--- src/include/flash_burst_map.svh ---
// register layout, reset value and timing counts of the burst read engine
`ifndef FLASH_BURST_MAP_SVH
`define FLASH_BURST_MAP_SVH

// ****************************************
// burst configuration register fields
// ****************************************
`define CFG_WIDTH 16
`define CFG_RESET 16'h9cc4
`define CFG_READ_MODE_BIT 15
`define CFG_RSVD_BIT 14
`define CFG_LAT_HI 13
`define CFG_LAT_LO 10
`define CFG_HOLD_BIT 9
`define CFG_END_TIMING_BIT 8
`define CFG_ORDER_BIT 7
`define CFG_EDGE_BIT 6
`define CFG_BL_HI 2
`define CFG_BL_LO 0

// ****************************************
// burst length codes and latency base
// ****************************************
`define BL_CODE_2 3'h1
`define BL_CODE_4 3'h2
`define BL_CODE_8 3'h3
`define LAT_BASE 4'h2
`define LAT_MAX_CODE 4'h7

`endif

--- src/include/flash_burst_pkg.sv ---
// types shared by the burst read engine
package flash_burst_pkg;

    typedef enum logic [2:0] {
        ST_IDLE  = 3'b001,
        ST_WAIT  = 3'b010,
        ST_BURST = 3'b100
    } burst_state_type;

endpackage : flash_burst_pkg
--- src/core/burst_skid_buffer.sv ---
// two-entry buffer with valid and ready on both sides
`timescale 1ns/100ps
`default_nettype none

module burst_skid_buffer #(
    parameter int WIDTH = 32
) (
    input wire logic clk,
    input wire logic rst_n,
    input wire logic flush,
    input wire logic in_valid,
    output logic in_ready,
    input wire logic [WIDTH-1:0] in_data,
    output logic out_valid,
    input wire logic out_ready,
    output logic [WIDTH-1:0] out_data
);

    logic [WIDTH-1:0] mem_r [0:1];
    logic wr_ptr_r;
    logic rd_ptr_r;
    logic [1:0] count_r;
    logic push;
    logic pop;

    assign in_ready = (count_r != 2'h2);
    assign out_valid = (count_r != 2'h0);
    assign out_data = mem_r[rd_ptr_r];
    assign push = in_valid && in_ready;
    assign pop = out_valid && out_ready;

    always_ff @(posedge clk) begin
        if (push) begin
            mem_r[wr_ptr_r] <= in_data;
        end
    end

    // a flush drops both entries so a restarted burst never sees stale words
    always_ff @(posedge clk) begin
        if (!rst_n || flush) begin
            wr_ptr_r <= 1'b0;
            rd_ptr_r <= 1'b0;
            count_r <= 2'h0;
        end else begin
            if (push) begin
                wr_ptr_r <= ~wr_ptr_r;
            end
            if (pop) begin
                rd_ptr_r <= ~rd_ptr_r;
            end
            case ({push, pop})
                2'b10: count_r <= count_r + 2'h1;
                2'b01: count_r <= count_r - 2'h1;
                default: count_r <= count_r;
            endcase
        end
    end

endmodule : burst_skid_buffer

`default_nettype wire

--- src/core/flash_linear_burst_read.sv ---
// linear burst read engine with its burst configuration register
// Functional notes
// - bursts of 2, 4 or 8 words
// - order starts at start address, wraps
// - end flag low on final transfer
// - continued clocking repeats from burst start
// - end flag floats unless output enable low
// - flag one clock, last or second-last
// - data launched each rising edge, held one clock
// - reset ends burst, floats, restores defaults
// - chip select high ends burst, floats bus
// - strobe low at edge latches address, starts
// - new strobe discards old burst address
// - output enable high floats only, sequence continues
// - latency codes 0 to 7 give 2-9 clocks
// - reset leaves asynchronous mode, default config
// - chip select never alters configuration
// - config readable; writes ignored while busy
// - config on lower half, upper reads zero
// - config read latches bank, others array
// - read mode bit 15: 0 burst, 1 async
// - length codes 1-3 enable, others disable
// - config reads are single-cycle, held
`timescale 1ns/100ps
`default_nettype none
`include "flash_burst_map.svh"

module flash_linear_burst_read #(
    parameter int ADDR_W = 20,
    parameter int BANK_BIT = 19
) (
    input wire logic clk,
    input wire logic rst_n,
    input wire logic chip_select_n,
    input wire logic address_valid_strobe_n,
    input wire logic output_enable_n,
    input wire logic [ADDR_W-1:0] addr,
    input wire logic cfg_wr_en,
    input wire logic [`CFG_WIDTH-1:0] cfg_wr_data,
    input wire logic cfg_rd_cmd,
    input wire logic cfg_rd_exit,
    input wire logic algorithm_busy,
    output logic [ADDR_W-1:0] array_addr,
    output logic array_rd_en,
    input wire logic array_rd_valid,
    output logic array_rd_ready,
    input wire logic [31:0] array_rd_data,
    output logic [15:0] lower_data_lines,
    output logic [15:0] upper_data_lines,
    output logic data_lines_oe,
    output logic end_of_burst_flag_n,
    output logic end_of_burst_flag_oe,
    output logic [`CFG_WIDTH-1:0] burst_configuration,
    output logic burst_active
);

    // ****************************************
    // helpers
    // ****************************************
    function automatic logic [2:0] len_mask(input logic [2:0] code);
        case (code)
            `BL_CODE_2: len_mask = 3'h1;
            `BL_CODE_4: len_mask = 3'h3;
            `BL_CODE_8: len_mask = 3'h7;
            default: len_mask = 3'h0;
        endcase
    endfunction : len_mask

    // index bits above the length stay put, so a burst never leaves its aligned group
    function automatic logic [2:0] wrap_inc(input logic [2:0] idx, input logic [2:0] mask);
        wrap_inc = (idx & ~mask) | ((idx + 3'h1) & mask);
    endfunction : wrap_inc

    // ****************************************
    // configuration register
    // ****************************************
    logic [`CFG_WIDTH-1:0] cfg_r;
    logic cfg_rd_mode_r;
    logic cfg_bank_r;

    // only the reset pin restores defaults; chip select plays no part
    always_ff @(posedge clk) begin
        if (!rst_n) begin
            cfg_r <= `CFG_RESET;
        end else if (cfg_wr_en && !algorithm_busy) begin
            cfg_r <= cfg_wr_data;
        end
    end

    always_ff @(posedge clk) begin
        if (!rst_n) begin
            cfg_rd_mode_r <= 1'b0;
            cfg_bank_r <= 1'b0;
        end else if (cfg_rd_cmd) begin
            cfg_rd_mode_r <= 1'b1;
            cfg_bank_r <= addr[BANK_BIT];
        end else if (cfg_rd_exit) begin
            cfg_rd_mode_r <= 1'b0;
        end
    end

    logic [2:0] mask;
    logic [3:0] lat_code;
    logic burst_enabled;
    logic end_timing;
    logic cfg_hit;

    assign mask = len_mask(cfg_r[`CFG_BL_HI:`CFG_BL_LO]);
    // codes above the table are clamped to the longest delay
    assign lat_code = (cfg_r[`CFG_LAT_HI:`CFG_LAT_LO] > `LAT_MAX_CODE) ? `LAT_MAX_CODE
                      : cfg_r[`CFG_LAT_HI:`CFG_LAT_LO];
    assign burst_enabled = !cfg_r[`CFG_READ_MODE_BIT] && (mask != 3'h0);
    assign end_timing = cfg_r[`CFG_END_TIMING_BIT];
    assign cfg_hit = cfg_rd_mode_r && (addr[BANK_BIT] == cfg_bank_r);

    // ****************************************
    // burst sequencer
    // ****************************************
    flash_burst_pkg::burst_state_type state_r;
    logic [3:0] lat_cnt_r;
    logic [2:0] beat_r;
    logic start;
    logic launch;
    logic abort;

    // strobe low at an edge starts a burst, even one already running
    assign start = !chip_select_n && !address_valid_strobe_n && burst_enabled
                   && !cfg_hit;
    assign abort = chip_select_n;
    assign launch = !abort && !start
                    && ((state_r == flash_burst_pkg::ST_WAIT && lat_cnt_r == 4'h0)
                        || state_r == flash_burst_pkg::ST_BURST);

    always_ff @(posedge clk) begin
        if (!rst_n) begin
            state_r <= flash_burst_pkg::ST_IDLE;
        end else if (abort) begin
            state_r <= flash_burst_pkg::ST_IDLE;
        end else if (start) begin
            state_r <= flash_burst_pkg::ST_WAIT;
        end else begin
            case (state_r)
                flash_burst_pkg::ST_IDLE: state_r <= flash_burst_pkg::ST_IDLE;
                flash_burst_pkg::ST_WAIT: begin
                    if (lat_cnt_r == 4'h0) begin
                        state_r <= flash_burst_pkg::ST_BURST;
                    end
                end
                flash_burst_pkg::ST_BURST: state_r <= flash_burst_pkg::ST_BURST;
                default: state_r <= flash_burst_pkg::ST_IDLE;
            endcase
        end
    end

    // first data edge comes latency clocks after the start edge
    always_ff @(posedge clk) begin
        if (!rst_n) begin
            lat_cnt_r <= 4'h0;
        end else if (start) begin
            lat_cnt_r <= lat_code + `LAT_BASE - 4'h1;
        end else if (state_r == flash_burst_pkg::ST_WAIT && lat_cnt_r != 4'h0) begin
            lat_cnt_r <= lat_cnt_r - 4'h1;
        end
    end

    always_ff @(posedge clk) begin
        if (!rst_n || start) begin
            beat_r <= 3'h0;
        end else if (launch) begin
            beat_r <= wrap_inc(beat_r, mask);
        end
    end

    // ****************************************
    // array fetch through the two-entry buffer
    // ****************************************
    logic [2:0] fetch_idx_r;
    logic [ADDR_W-4:0] group_r;
    logic fetch_en_r;
    logic buf_in_ready;
    logic buf_out_valid;
    logic [31:0] buf_out_data;
    logic fetch_fire;

    assign fetch_fire = fetch_en_r && array_rd_valid && buf_in_ready;

    // the fetch runs ahead of the beats and stalls on a full buffer
    always_ff @(posedge clk) begin
        if (!rst_n) begin
            fetch_en_r <= 1'b0;
            fetch_idx_r <= 3'h0;
            group_r <= '0;
        end else if (abort) begin
            fetch_en_r <= 1'b0;
        end else if (start) begin
            fetch_en_r <= 1'b1;
            fetch_idx_r <= addr[2:0];
            group_r <= addr[ADDR_W-1:3];
        end else if (fetch_fire) begin
            fetch_idx_r <= wrap_inc(fetch_idx_r, mask);
        end
    end

    // moves together with the fetch index, so each fetched word answers its own address
    always_ff @(posedge clk) begin
        if (!rst_n) begin
            array_addr <= '0;
        end else if (start) begin
            array_addr <= addr;
        end else if (fetch_fire && !abort) begin
            array_addr <= {group_r, wrap_inc(fetch_idx_r, mask)};
        end
    end

    always_ff @(posedge clk) begin
        if (!rst_n) begin
            array_rd_en <= 1'b0;
            array_rd_ready <= 1'b0;
        end else begin
            // first fetch leaves at the start edge so a two-clock latency finds its word
            array_rd_en <= start || (fetch_en_r && !abort);
            array_rd_ready <= fetch_en_r && buf_in_ready && !abort && !start;
        end
    end

    burst_skid_buffer #(
        .WIDTH(32)
    ) u_buffer (
        .clk(clk),
        .rst_n(rst_n),
        .flush(start || abort),
        .in_valid(fetch_en_r && array_rd_valid),
        .in_ready(buf_in_ready),
        .in_data(array_rd_data),
        .out_valid(buf_out_valid),
        .out_ready(launch),
        .out_data(buf_out_data)
    );

    // ****************************************
    // pin drivers
    // ****************************************
    logic [31:0] word_nxt;
    logic end_hit;

    always_comb begin
        word_nxt = {upper_data_lines, lower_data_lines};
        if (cfg_hit) begin
            word_nxt = {16'h0000, cfg_r};
        end else if (launch && buf_out_valid) begin
            word_nxt = buf_out_data;
        end
    end

    // second-last beat is one below the last beat index, beat 0 for two-word bursts
    assign end_hit = launch
                     && (beat_r == (end_timing ? ((mask - 3'h1) & mask) : mask));

    always_ff @(posedge clk) begin
        if (!rst_n) begin
            lower_data_lines <= 16'h0000;
            upper_data_lines <= 16'h0000;
        end else begin
            lower_data_lines <= word_nxt[15:0];
            upper_data_lines <= word_nxt[31:16];
        end
    end

    // output enable gates the pins only; the sequencer ignores it
    always_ff @(posedge clk) begin
        if (!rst_n) begin
            data_lines_oe <= 1'b0;
        end else begin
            data_lines_oe <= !output_enable_n && !chip_select_n
                             && (cfg_hit || launch);
        end
    end

    always_ff @(posedge clk) begin
        if (!rst_n) begin
            end_of_burst_flag_n <= 1'b1;
            end_of_burst_flag_oe <= 1'b0;
        end else begin
            end_of_burst_flag_n <= !end_hit;
            end_of_burst_flag_oe <= !output_enable_n;
        end
    end

    always_ff @(posedge clk) begin
        if (!rst_n) begin
            burst_configuration <= `CFG_RESET;
            burst_active <= 1'b0;
        end else begin
            burst_configuration <= cfg_r;
            burst_active <= launch;
        end
    end

endmodule : flash_linear_burst_read

`default_nettype wire

--- config.mk ---
export PLATFORM = sky130hd
export DESIGN_NAME = flash_linear_burst_read
export DESIGN_NICKNAME = d
export VERILOG_FILES = /design/src/include/flash_burst_pkg.sv /design/src/core/burst_skid_buffer.sv /design/src/core/flash_linear_burst_read.sv
export VERILOG_INCLUDE_DIRS = /design/src /design/src/include
export SDC_FILE = /design/constraint.sdc
export NUM_CORES = 1
export LEC_CHECK = 0
export ABC_AREA = 1
export BUFFER_PORTS_ARGS = -buffer_cell sky130_fd_sc_hd__buf_2
export CAP_MARGIN = 20
export CORE_MARGIN = 4
export CORE_UTILIZATION = 54
export DETAILED_ROUTE_END_ITERATION = 10
export GPL_TIMING_DRIVEN = 1
export PLACE_DENSITY_LB_ADDON = 0.25
export SLEW_MARGIN = 10
export SYNTH_ARGS = -nofsm -noshare
export SYNTH_HDL_FRONTEND = slang
export SYNTH_SLANG_ARGS = --single-unit
--- constraint.sdc ---
create_clock -name clk -period 3.7 [get_ports clk]
set_clock_uncertainty 0.15 [all_clocks]
set_input_delay 0.555 -clock clk [delete_from_list [all_inputs] [get_ports clk]]
set_output_delay 0.555 -clock clk [all_outputs]
set_load 0.01 [all_outputs]
==> results of run 1 <==
## stage by stage
step / worst slack, ns / utilization (%) / power (mW)
after floorplan: 0.9239 / - / 2.358
final: 0.8201 / 67.27 / 4.262
after CTS: 0.8399 / 67.27 / 4.284
after detailed placement: 0.5336 / 62.52 / 2.451
after global routing: 0.6032 / 67.27 / 4.409
after global placement: 0.6286 / 62.52 / 2.444
## critical path: cells and delay by family, from the launching register on
kind | cells | cell delay [ns]
AO/OA/AOI/OAI | 3 | 0.37
XOR/XNOR | 1 | 0.18
adder cells (fa/ha/maj) | 1 | 0.40
buffers and inverters | 2 | 0.49
flip-flops | 1 | 0.30
AND/OR/NAND/NOR | 4 | 0.84
## how the worst max path moves through the flow
stage               slack, ns  depth (start not counted)                   end                    from
floorplan                0.92                          4  u_buffer.mem_r[1][0]          array_rd_valid
global placement         0.63                         12   u_buffer.count_r[1]  address_valid_strobe_n
detailed placement       0.53                         12   u_buffer.count_r[1]  address_valid_strobe_n
CTS                      0.84                         11   u_buffer.count_r[1]                cfg_r[2]
global route             0.60                         11   u_buffer.count_r[1]                cfg_r[2]
finish                   0.82                         11   u_buffer.count_r[1]                cfg_r[2]
## cells in the mapped netlist
cell      count
inv_1        63
ha_1          5
o21ai_1       6
nor2_1       43
o21ai_2       1
nand2_4       2
a21oi_1      74
clkinv_1      1
or2_0         2
mux2_2       16
nand3_4       2
clkinv_2      1
clkbuf_1     18
buf_2        10
or2_2        18
buf_4         3
clkbuf_2      1
a31oi_1       2
nand2_1     129
nor2_4        2
buf_1         3
o21ai_0      60
xor2_1        6
nand3_1      25
inv_2         3
buf_6         2
nor3_1        3
xnor2_1       4
nand4_1       1
o211ai_1     26
dfxtp_1     128
a211oi_1      1
edfxtp_1     64
## power groups by stage
stage | clock network, mW | logic, mW | registers [mW]
after floorplan | 0 | 0.0870 | 2.27
after global placement | 0 | 0.178 | 2.27
after detailed placement | 0 | 0.184 | 2.27
after CTS | 1.88 | 0.185 | 2.22
after global routing | 1.98 | 0.205 | 2.22
final | 1.86 | 0.184 | 2.22
## routing by layer
metal | up-vias | track usage [%] | part of all wire (%) | routed length (um)
met5 | - | 0 | 0 | 0
met4 | 0 | 8.443 | 2.1 | 339
met3 | 29 | 5.581 | 6.6 | 1089
met2 | 175 | 38.77 | 51 | 8413
met1 | 2605 | 27.02 | 40 | 6665
li1 | 2697 | - | - | -
## logic make-up (layout without fill, tap and decap cells)
kind of cell	count (synthesis)	in the layout	synth area share, %
xor+xnor	10	10	1.221
fa+ha+maj	5	5	0.8723
flops	192	192	62.53
mux	16	16	2.512
simple gates	227	227	13.90
buf+inv	105	256	6.071
compound gates	170	170	12.89
## cell type report
| class | instances | area (um2) |
|---|---|---|
| flip-flops and latches | 192 | 4486 |
| fillers | 1020 | 4198 |
| multi-input cells | 428 | 2267 |
| repair buffers | 156 | 793.3 |
| clock buffers | 21 | 483.0 |
| inverters | 68 | 256.5 |
| well taps | 172 | 215.2 |
| clock inverters | 11 | 126.4 |
## registers in the layout (all words and copies together) (netlist names), 2 cells and up, named ones only
| register | count |
|---|---|
| array_addr | 20 |
| lat_cnt_r | 4 |
| cfg_r | 16 |
| group_r | 17 |
| burst_configuration | 16 |
| u_buffer.count_r | 2 |
| upper_data_lines | 16 |
| lower_data_lines | 16 |
| fetch_idx_r | 3 |
| state_r | 3 |
| u_buffer.mem_r | 64 |
## cell usage in the layout (no fill, tap or decap), types with 18 or more instances in the layout
| cell type | n |
|---|---|
| nand2_1 | 129 |
| edfxtp_1 | 64 |
| a21oi_1 | 74 |
| inv_1 | 63 |
| nor2_1 | 41 |
| buf_2 | 151 |
| nand3_1 | 25 |
| dfxtp_1 | 127 |
| or2_2 | 18 |
| o211ai_1 | 26 |
| clkbuf_16 | 19 |
| o21ai_0 | 60 |
==> metrics.cfg, run 1 <==
[run_status]
outcome=finished, final reports clean

[clocking]
cts_setup_buffers=0
clock_latency_ns=0.43
cts_sinks=192
hold_buffers=0
ctsResizeCount=0
clock_path_buffers=2
clk_pin_slew_worst_paths_ns=0.07
cts_tree=done
root_buffer=clkbuf_16
cts_buffers=17
ctsHtreeMaxLevel=4

[worst_setup_path]
worstPathCellList=inv_1, o21ai_2, nor2_4, nand2_4, nand3_4, clkinv_2, ha_1, a21oi_1, o21ai_0, xor2_1, nor2_1
slowest_delay_ns=0.44
crit_required_ns=3.86
rr_startpoint=cfg_r[2]
r2r-end=u_buffer.count_r[1]
cp_slowest_cell=nand3_4
crit_type=register to register
cp.arrival_ns=3.04
cp-start-kind=register
reg2reg_slack_ns=0.82
critPathCaptureType=register
rr_worst_depth=11
cp_max_fo=36

[power]
p_int_mw=3.356
leakage_nw=3.599
power_frac_clock_pct=43.6
power_frac_comb_pct=4.3
swShare_pct=21.26
p_seq_share_pct=52.1
ir_drop_mv=0.3258
powerDensity_mw_per_mm2=494.0
p_switching_mw=0.9061

[floorplanning]
die_x_um=123.2
die_area_mm2=0.01519
ios=152
core.rowCount=41
die_y_um=123.2
core_area_mm2=0.01282
initial_core_util_pct=55.92

[final_layout]
final_cell_area_mm2=0.008627
syn2layout_area_growth_pct=20.29
n_antenna_cell=0
drive_gt1_share_pct=26.71
nNetsFinal=946
finalNonFillerCells=1048

[place]
place_hpwl_mm=11.18
dp.cells=1016
place_area_mm2=0.008018
port_buffers=151
place_congestion=0.8490

[sta]
setup_tns_ns=0
whs_ns=0.1645
fin_crit_ns=2.880
setup_viol=0
maxSlewViolCount=0
finalHoldViolCount=0
tightestPinTransition_ns=1.010
fmax_ghz=0.3472
fin_crit_sh_pct=77.83
rsz0062_at_grt=false
slew_headroom_pct=32.47

[logic_synthesis]
synth_area_leaders=dfxtp_1 (36%), edfxtp_1 (27%), nand2_1 (6.8%)
syn_inst=725
synthDistinctLibCells=33
yosysWarnings=0
synth_seq_cells=192
syn_nets=808
synth_top_cell_by_area=dfxtp_1
synth_area_per_cell_um2=9.892
synth_top_area_share_pct=35.73
synth_seq_area_share_pct=62.53
synth.cell_area_mm2=0.007172

[global_routing]
grt_pass1_vias=5495
track_usage_pct=22.41
grt_max_degree=56
gr-total-overflow=0
antenna_found_initial=0
grt_pass1_wl_mm=26.13

[worst_hold_path]
min_from=array_rd_data[14]
whs_path_depth=1
hold_class=input port to register
hold_end=u_buffer.mem_r[0][14]

[routing]
vias=5506
drt_wl_total_mm=16.51
via_per_inst=5.254
routedWlPerCell_um=15.75
antenna_left=0
dr.pass1.iters=5
drc_errors=0
drt_iter0_drc=422

[job]
max_cap_violations=0

No activity file was read; power rests on OpenSTA's default activity.
==> run 2: changes to the inputs <==
- clock period: 3.7 -> 2.8 ns (I/O delays scaled with it)
==> run 2 against run 1 <==
  * Register-to-register slack lost 0.43 ns
  * Largest cell class unchanged
  * Sequential share of layout area about the same
  * Global-route usage decreased by 0.52 points
  * Sequential power is 32% higher
==> metrics.cfg, run 2 (synthesized netlist as in run 1, its figures left out) <==
[sta]
maxSlewViolCount=0
setup_viol=0
tightestPinTransition_ns=0.9792
rsz0062_at_grt=false
slew_headroom_pct=34.72
fin_crit_ns=2.407
fin_crit_sh_pct=85.96
fmax_ghz=0.4155
setup_tns_ns=0
finalHoldViolCount=0

[place]
port_buffers=151
place_congestion=0.7691
place_hpwl_mm=10.89

[floorplanning]
die_x_um=123.2
initial_core_util_pct=55.92
core.rowCount=41
die_area_mm2=0.01519
die_y_um=123.2
ios=152
core_area_mm2=0.01282

[final_layout]
n_antenna_cell=0
drive_gt1_share_pct=27.16
regMostFlops=u_buffer.mem_r
largest_register_ffs=64
layout_commonest_cell=buf_2
nNetsFinal=950
syn2layout_area_growth_pct=20.24
top_regs=u_buffer.mem_r x64, array_addr x20, group_r x17
final_cell_mix=buf_2 (151), nand2_1 (129), dfxtp_1 (127)

[clocking]
clock_latency_ns=0.43
hold_buffers=0
root_buffer=clkbuf_16
cts_buffers=17
clock_path_buffers=2
cts_sinks=192
cts_setup_buffers=0
ctsResizeCount=0
ctsHtreeMaxLevel=4
clk_pin_slew_worst_paths_ns=0.07
cts_tree=done

[worst_setup_path]
critPathCaptureType=register
cp_max_fo=18
worst-path-stages=13
worst-path-buf-inv=2
crit_required_ns=3.00
worstPathCellList=inv_1, ha_1, nand2_1, nand2_1, nand2_1, nor2_4, nand3_4, clkinv_2, ha_1, a21oi_1, o21ai_0, xor2_1, nor2_1
cp-start-kind=register
slowest_delay_ns=0.39
cp.arrival_ns=2.61
cpLargestDelayFamily=adder cells
rr_worst_depth=13
path_common_cell=nand2_1
crit_type=register to register
cp_slowest_cell=dfxtp_1

[worst_hold_path]
hold_class=input port to register
whs_path_depth=1

[power]
powerDensity_mw_per_mm2=634.6
leakage_nw=3.597
ir_drop_mv=0.3711
total_power_mw=5.473

[routing]
dr.pass1.iters=5
routedWlPerCell_um=15.23
via_per_inst=5.236
antenna_left=0
drt_iter0_drc=440
drc_errors=0
vias=5508
drt_wl_total_mm=16.02

[global_routing]
grt_pass1_vias=5424
antenna_found_initial=0
grt_max_degree=53
track_usage_pct=21.89
grt_pass1_wl_mm=25.70
gr-total-overflow=0

[job]
max_cap_violations=0

[run_status]
outcome=finished, final reports clean

## run 2: cell count changes in the layout (fill, tap and decap cells not counted), moves of 2 or more
cell        change
buf_4           +3
inv_4           +3
clkinvlp_4      +2
inv_6           -2
## run 2: per-stage QoR
stage	hold WS (ns)	instance area, um2	utilization, %	std cells	worst slack (ns)
6_report	0.02757	8623	67.24	1052	0.3933
4_1_cts	0.01120	8623	67.24	1052	0.3886
3_5_place_dp	0.2735	8060	62.85	1020	0.4026
5_1_grt	0.008832	8623	67.24	1052	0.1547
2_1_floorplan	0.2504	7172	-	725	0.1229
3_3_place_gp	0.2733	8060	62.85	1020	0.4163
## run 2: cell type report
cell class | count | area (um2)
Clock inverter | 13 | 108.9
Fill cell | 1022 | 4202
Clock buffer | 19 | 454.2
Timing Repair Buffer | 160 | 835.8
Multi-Input combinational cell | 428 | 2267
Tap cell | 172 | 215.2
Sequential cell | 192 | 4486
Inverter | 68 | 256.5
## run 2: final timing paths
path,start,slack (ns),endpoint
max reg2reg,lat_cnt_r[0],0.39,u_buffer.count_r[1]
min reg2reg,cfg_r[5],0.28,burst_configuration[5]
max,lat_cnt_r[0],0.39,u_buffer.count_r[1]
min,array_rd_data[5],0.03,u_buffer.mem_r[0][5]
## run 2: where the power goes
part	switching [mW]	internal, mW
sequential	0.0199	2.91
combinational	0.150	0.0926
clock	1.02	1.28
total	1.19	4.28
## run 2: per-layer routing
metal  global-route usage, %  wire (um)  up-vias
li1                        -          -     2705
met1                   26.90       6655     2591
met2                   37.51       8081      188
met3                   4.895        979       24
met4                   8.651        306        0
met5                       0          0        -
==> run 3: changes to the inputs <==
- CORE_UTILIZATION: 54 -> 49
- MAX_ROUTING_LAYER: unset -> met4
- clock period: 2.8 -> 2 ns (I/O delays scaled with it)
==> run 3 against run 2 <==
  * Fmax is 26% higher
  * Via count grew 3.2%
  * Combinational power is 74% higher
  * Register-to-register slack got worse by 0.30 ns
  * Core utilization down 0.70 points
  * Global-route usage shrank 0.62 points
  * Die area grew 9.5%
  * Design area is 8.8% higher
  * Clock-buffer cell count is 2 lower
  * Final cell count increased by 6.5%
==> metrics.cfg, run 3 (synthesized netlist as in run 1, its figures left out) <==
[run_status]
outcome=finished, final reports clean

[final_layout]
nNetsFinal=1010
layout_commonest_cell=buf_2
largest_register_ffs=64
top_regs=u_buffer.mem_r x64, array_addr x20, group_r x17
finalNonFillerCells=1120
postLayoutCoreUtil_pct=66.54
n_antenna_cell=0
final_cell_mix=buf_2 (151), nand2_1 (126), dfxtp_1 (126)
fill_cells=1120
syn2layout_area_growth_pct=30.77
regMostFlops=u_buffer.mem_r
drive_gt1_share_pct=28.30

[worst_setup_path]
crit_required_ns=2.20
path_common_cell=nand2_2
cp.arrival_ns=2.10
cp-start-kind=register
worstPathCellList=inv_1, ha_4, nand2_2, nand2_2, nand2_2, nor2_4, nand3_4, buf_4, buf_6, nand2_1, a21oi_1
rr_worst_depth=11
slowest_delay_ns=0.33
crit_type=register to register
cp_slowest_cell=dfxtp_1
cp_max_fo=19
critPathCaptureType=register

[clocking]
clock_path_buffers=2
root_buffer=clkbuf_16
clock_latency_ns=0.43
clk_pin_slew_worst_paths_ns=0.07
cts_tree=done
cts_buffers=17
cts_sinks=192
ctsHtreeMaxLevel=4

[worst_hold_path]
hold_class=input port to register
whs_path_depth=3

[sta]
tightestPinTransition_ns=0.5052
fin_crit_ns=1.903
setup_viol=0
finalHoldViolCount=0
slew_headroom_pct=66.32
fmax_ghz=0.5256
fin_ws_ns=0.09724
maxSlewViolCount=0
fin_crit_sh_pct=95.14
whs_ns=0.01834

[global_routing]
grt_pass1_vias=5513
grt_pass1_wl_mm=26.99
track_usage_pct=21.27
antenna_found_initial=0
grt_max_degree=55
gr-total-overflow=0

[place]
port_buffers=151
place_congestion=0.8375
dp.cells=1042
place_hpwl_mm=11.35
dp_slack_ns=-0.05197

[floorplanning]
core.rowCount=43
core_area_mm2=0.01410
die_y_um=129.0
die_x_um=129.0
die_area_mm2=0.01664
initial_core_util_pct=50.88
ios=152

[routing]
drc_errors=0
vias=5686
drt_iter0_drc=305
drt_wl_total_mm=16.98
routedWlPerCell_um=15.16
dr.pass1.iters=5
antenna_left=0
via_per_inst=5.077

[power]
ir_drop_mv=0.6804
total_power_mw=8.099
leakage_nw=3.909
powerDensity_mw_per_mm2=863.5

[job]
max_cap_violations=0

run 3: per-layer routing:
layer	vias up	wire length, um	track usage (%)
li1	2836	-	-
met1	2672	7222	25.81
met2	155	8677	35.88
met3	23	832	4.442
met4	0	250	6.238
met5	-	0	-
run 3: area by class of cell:
type,instances,area (um2),area share (%)
inverter,68,260.3,2.775
tap,180,225.2,2.401
clock inverter,15,203.9,2.174
multi-input combinational,428,2316,24.69
timing repair buffer,220,1461,15.58
clock buffer,17,425.4,4.536
sequential,192,4487,47.84
run 3: worst paths after layout:
check,slack (ns),from,endpoint
hold / removal,0.02,cfg_wr_data[9],cfg_r[9]
setup reg to reg,0.1,lat_cnt_r[0],upper_data_lines[2]
setup / recovery,0.1,lat_cnt_r[0],upper_data_lines[2]
hold reg to reg,0.28,cfg_r[5],burst_configuration[5]
run 3: what timing repair did:
item / 4_1_cts / 5_1_grt
endpoints found under the hold margin: 75 / 0
hold buffers: 42 / 0
resized for setup: 3 / 11
pin swaps: 3 / 5
endpoints found under the setup margin: 6 / 59
setup buffers: 1 / 3
run 3: worst max-delay path, delay by kind of cell, from the launching register on:
family                   cells  cell delay (ns)
AO/OA/AOI/OAI                1             0.17
adder cells (fa/ha/maj)      1             0.17
buffers and inverters        3             0.58
flip-flops                   1             0.33
AND/OR/NAND/NOR              6             0.43
run 3: power by group:
| group | leakage [nW] | total [mW] | switching [mW] | internal (mW) |
|---|---|---|---|---|
| clock | 0.299 | 3.57 | 1.46 | 2.11 |
| combinational | 2.00 | 0.424 | 0.230 | 0.194 |
| sequential | 1.61 | 4.10 | 0.0272 | 4.08 |
run 3: stage by stage:
stage / cell area [um2] / setup TNS (ns)
6_report: 9379 / 0
5_1_grt: 9379 / -0.03259
4_1_cts: 9315 / 0
3_5_place_dp: 8244 / -0.05197
3_3_place_gp: 8244 / 0
2_1_floorplan: 7183 / -8.963
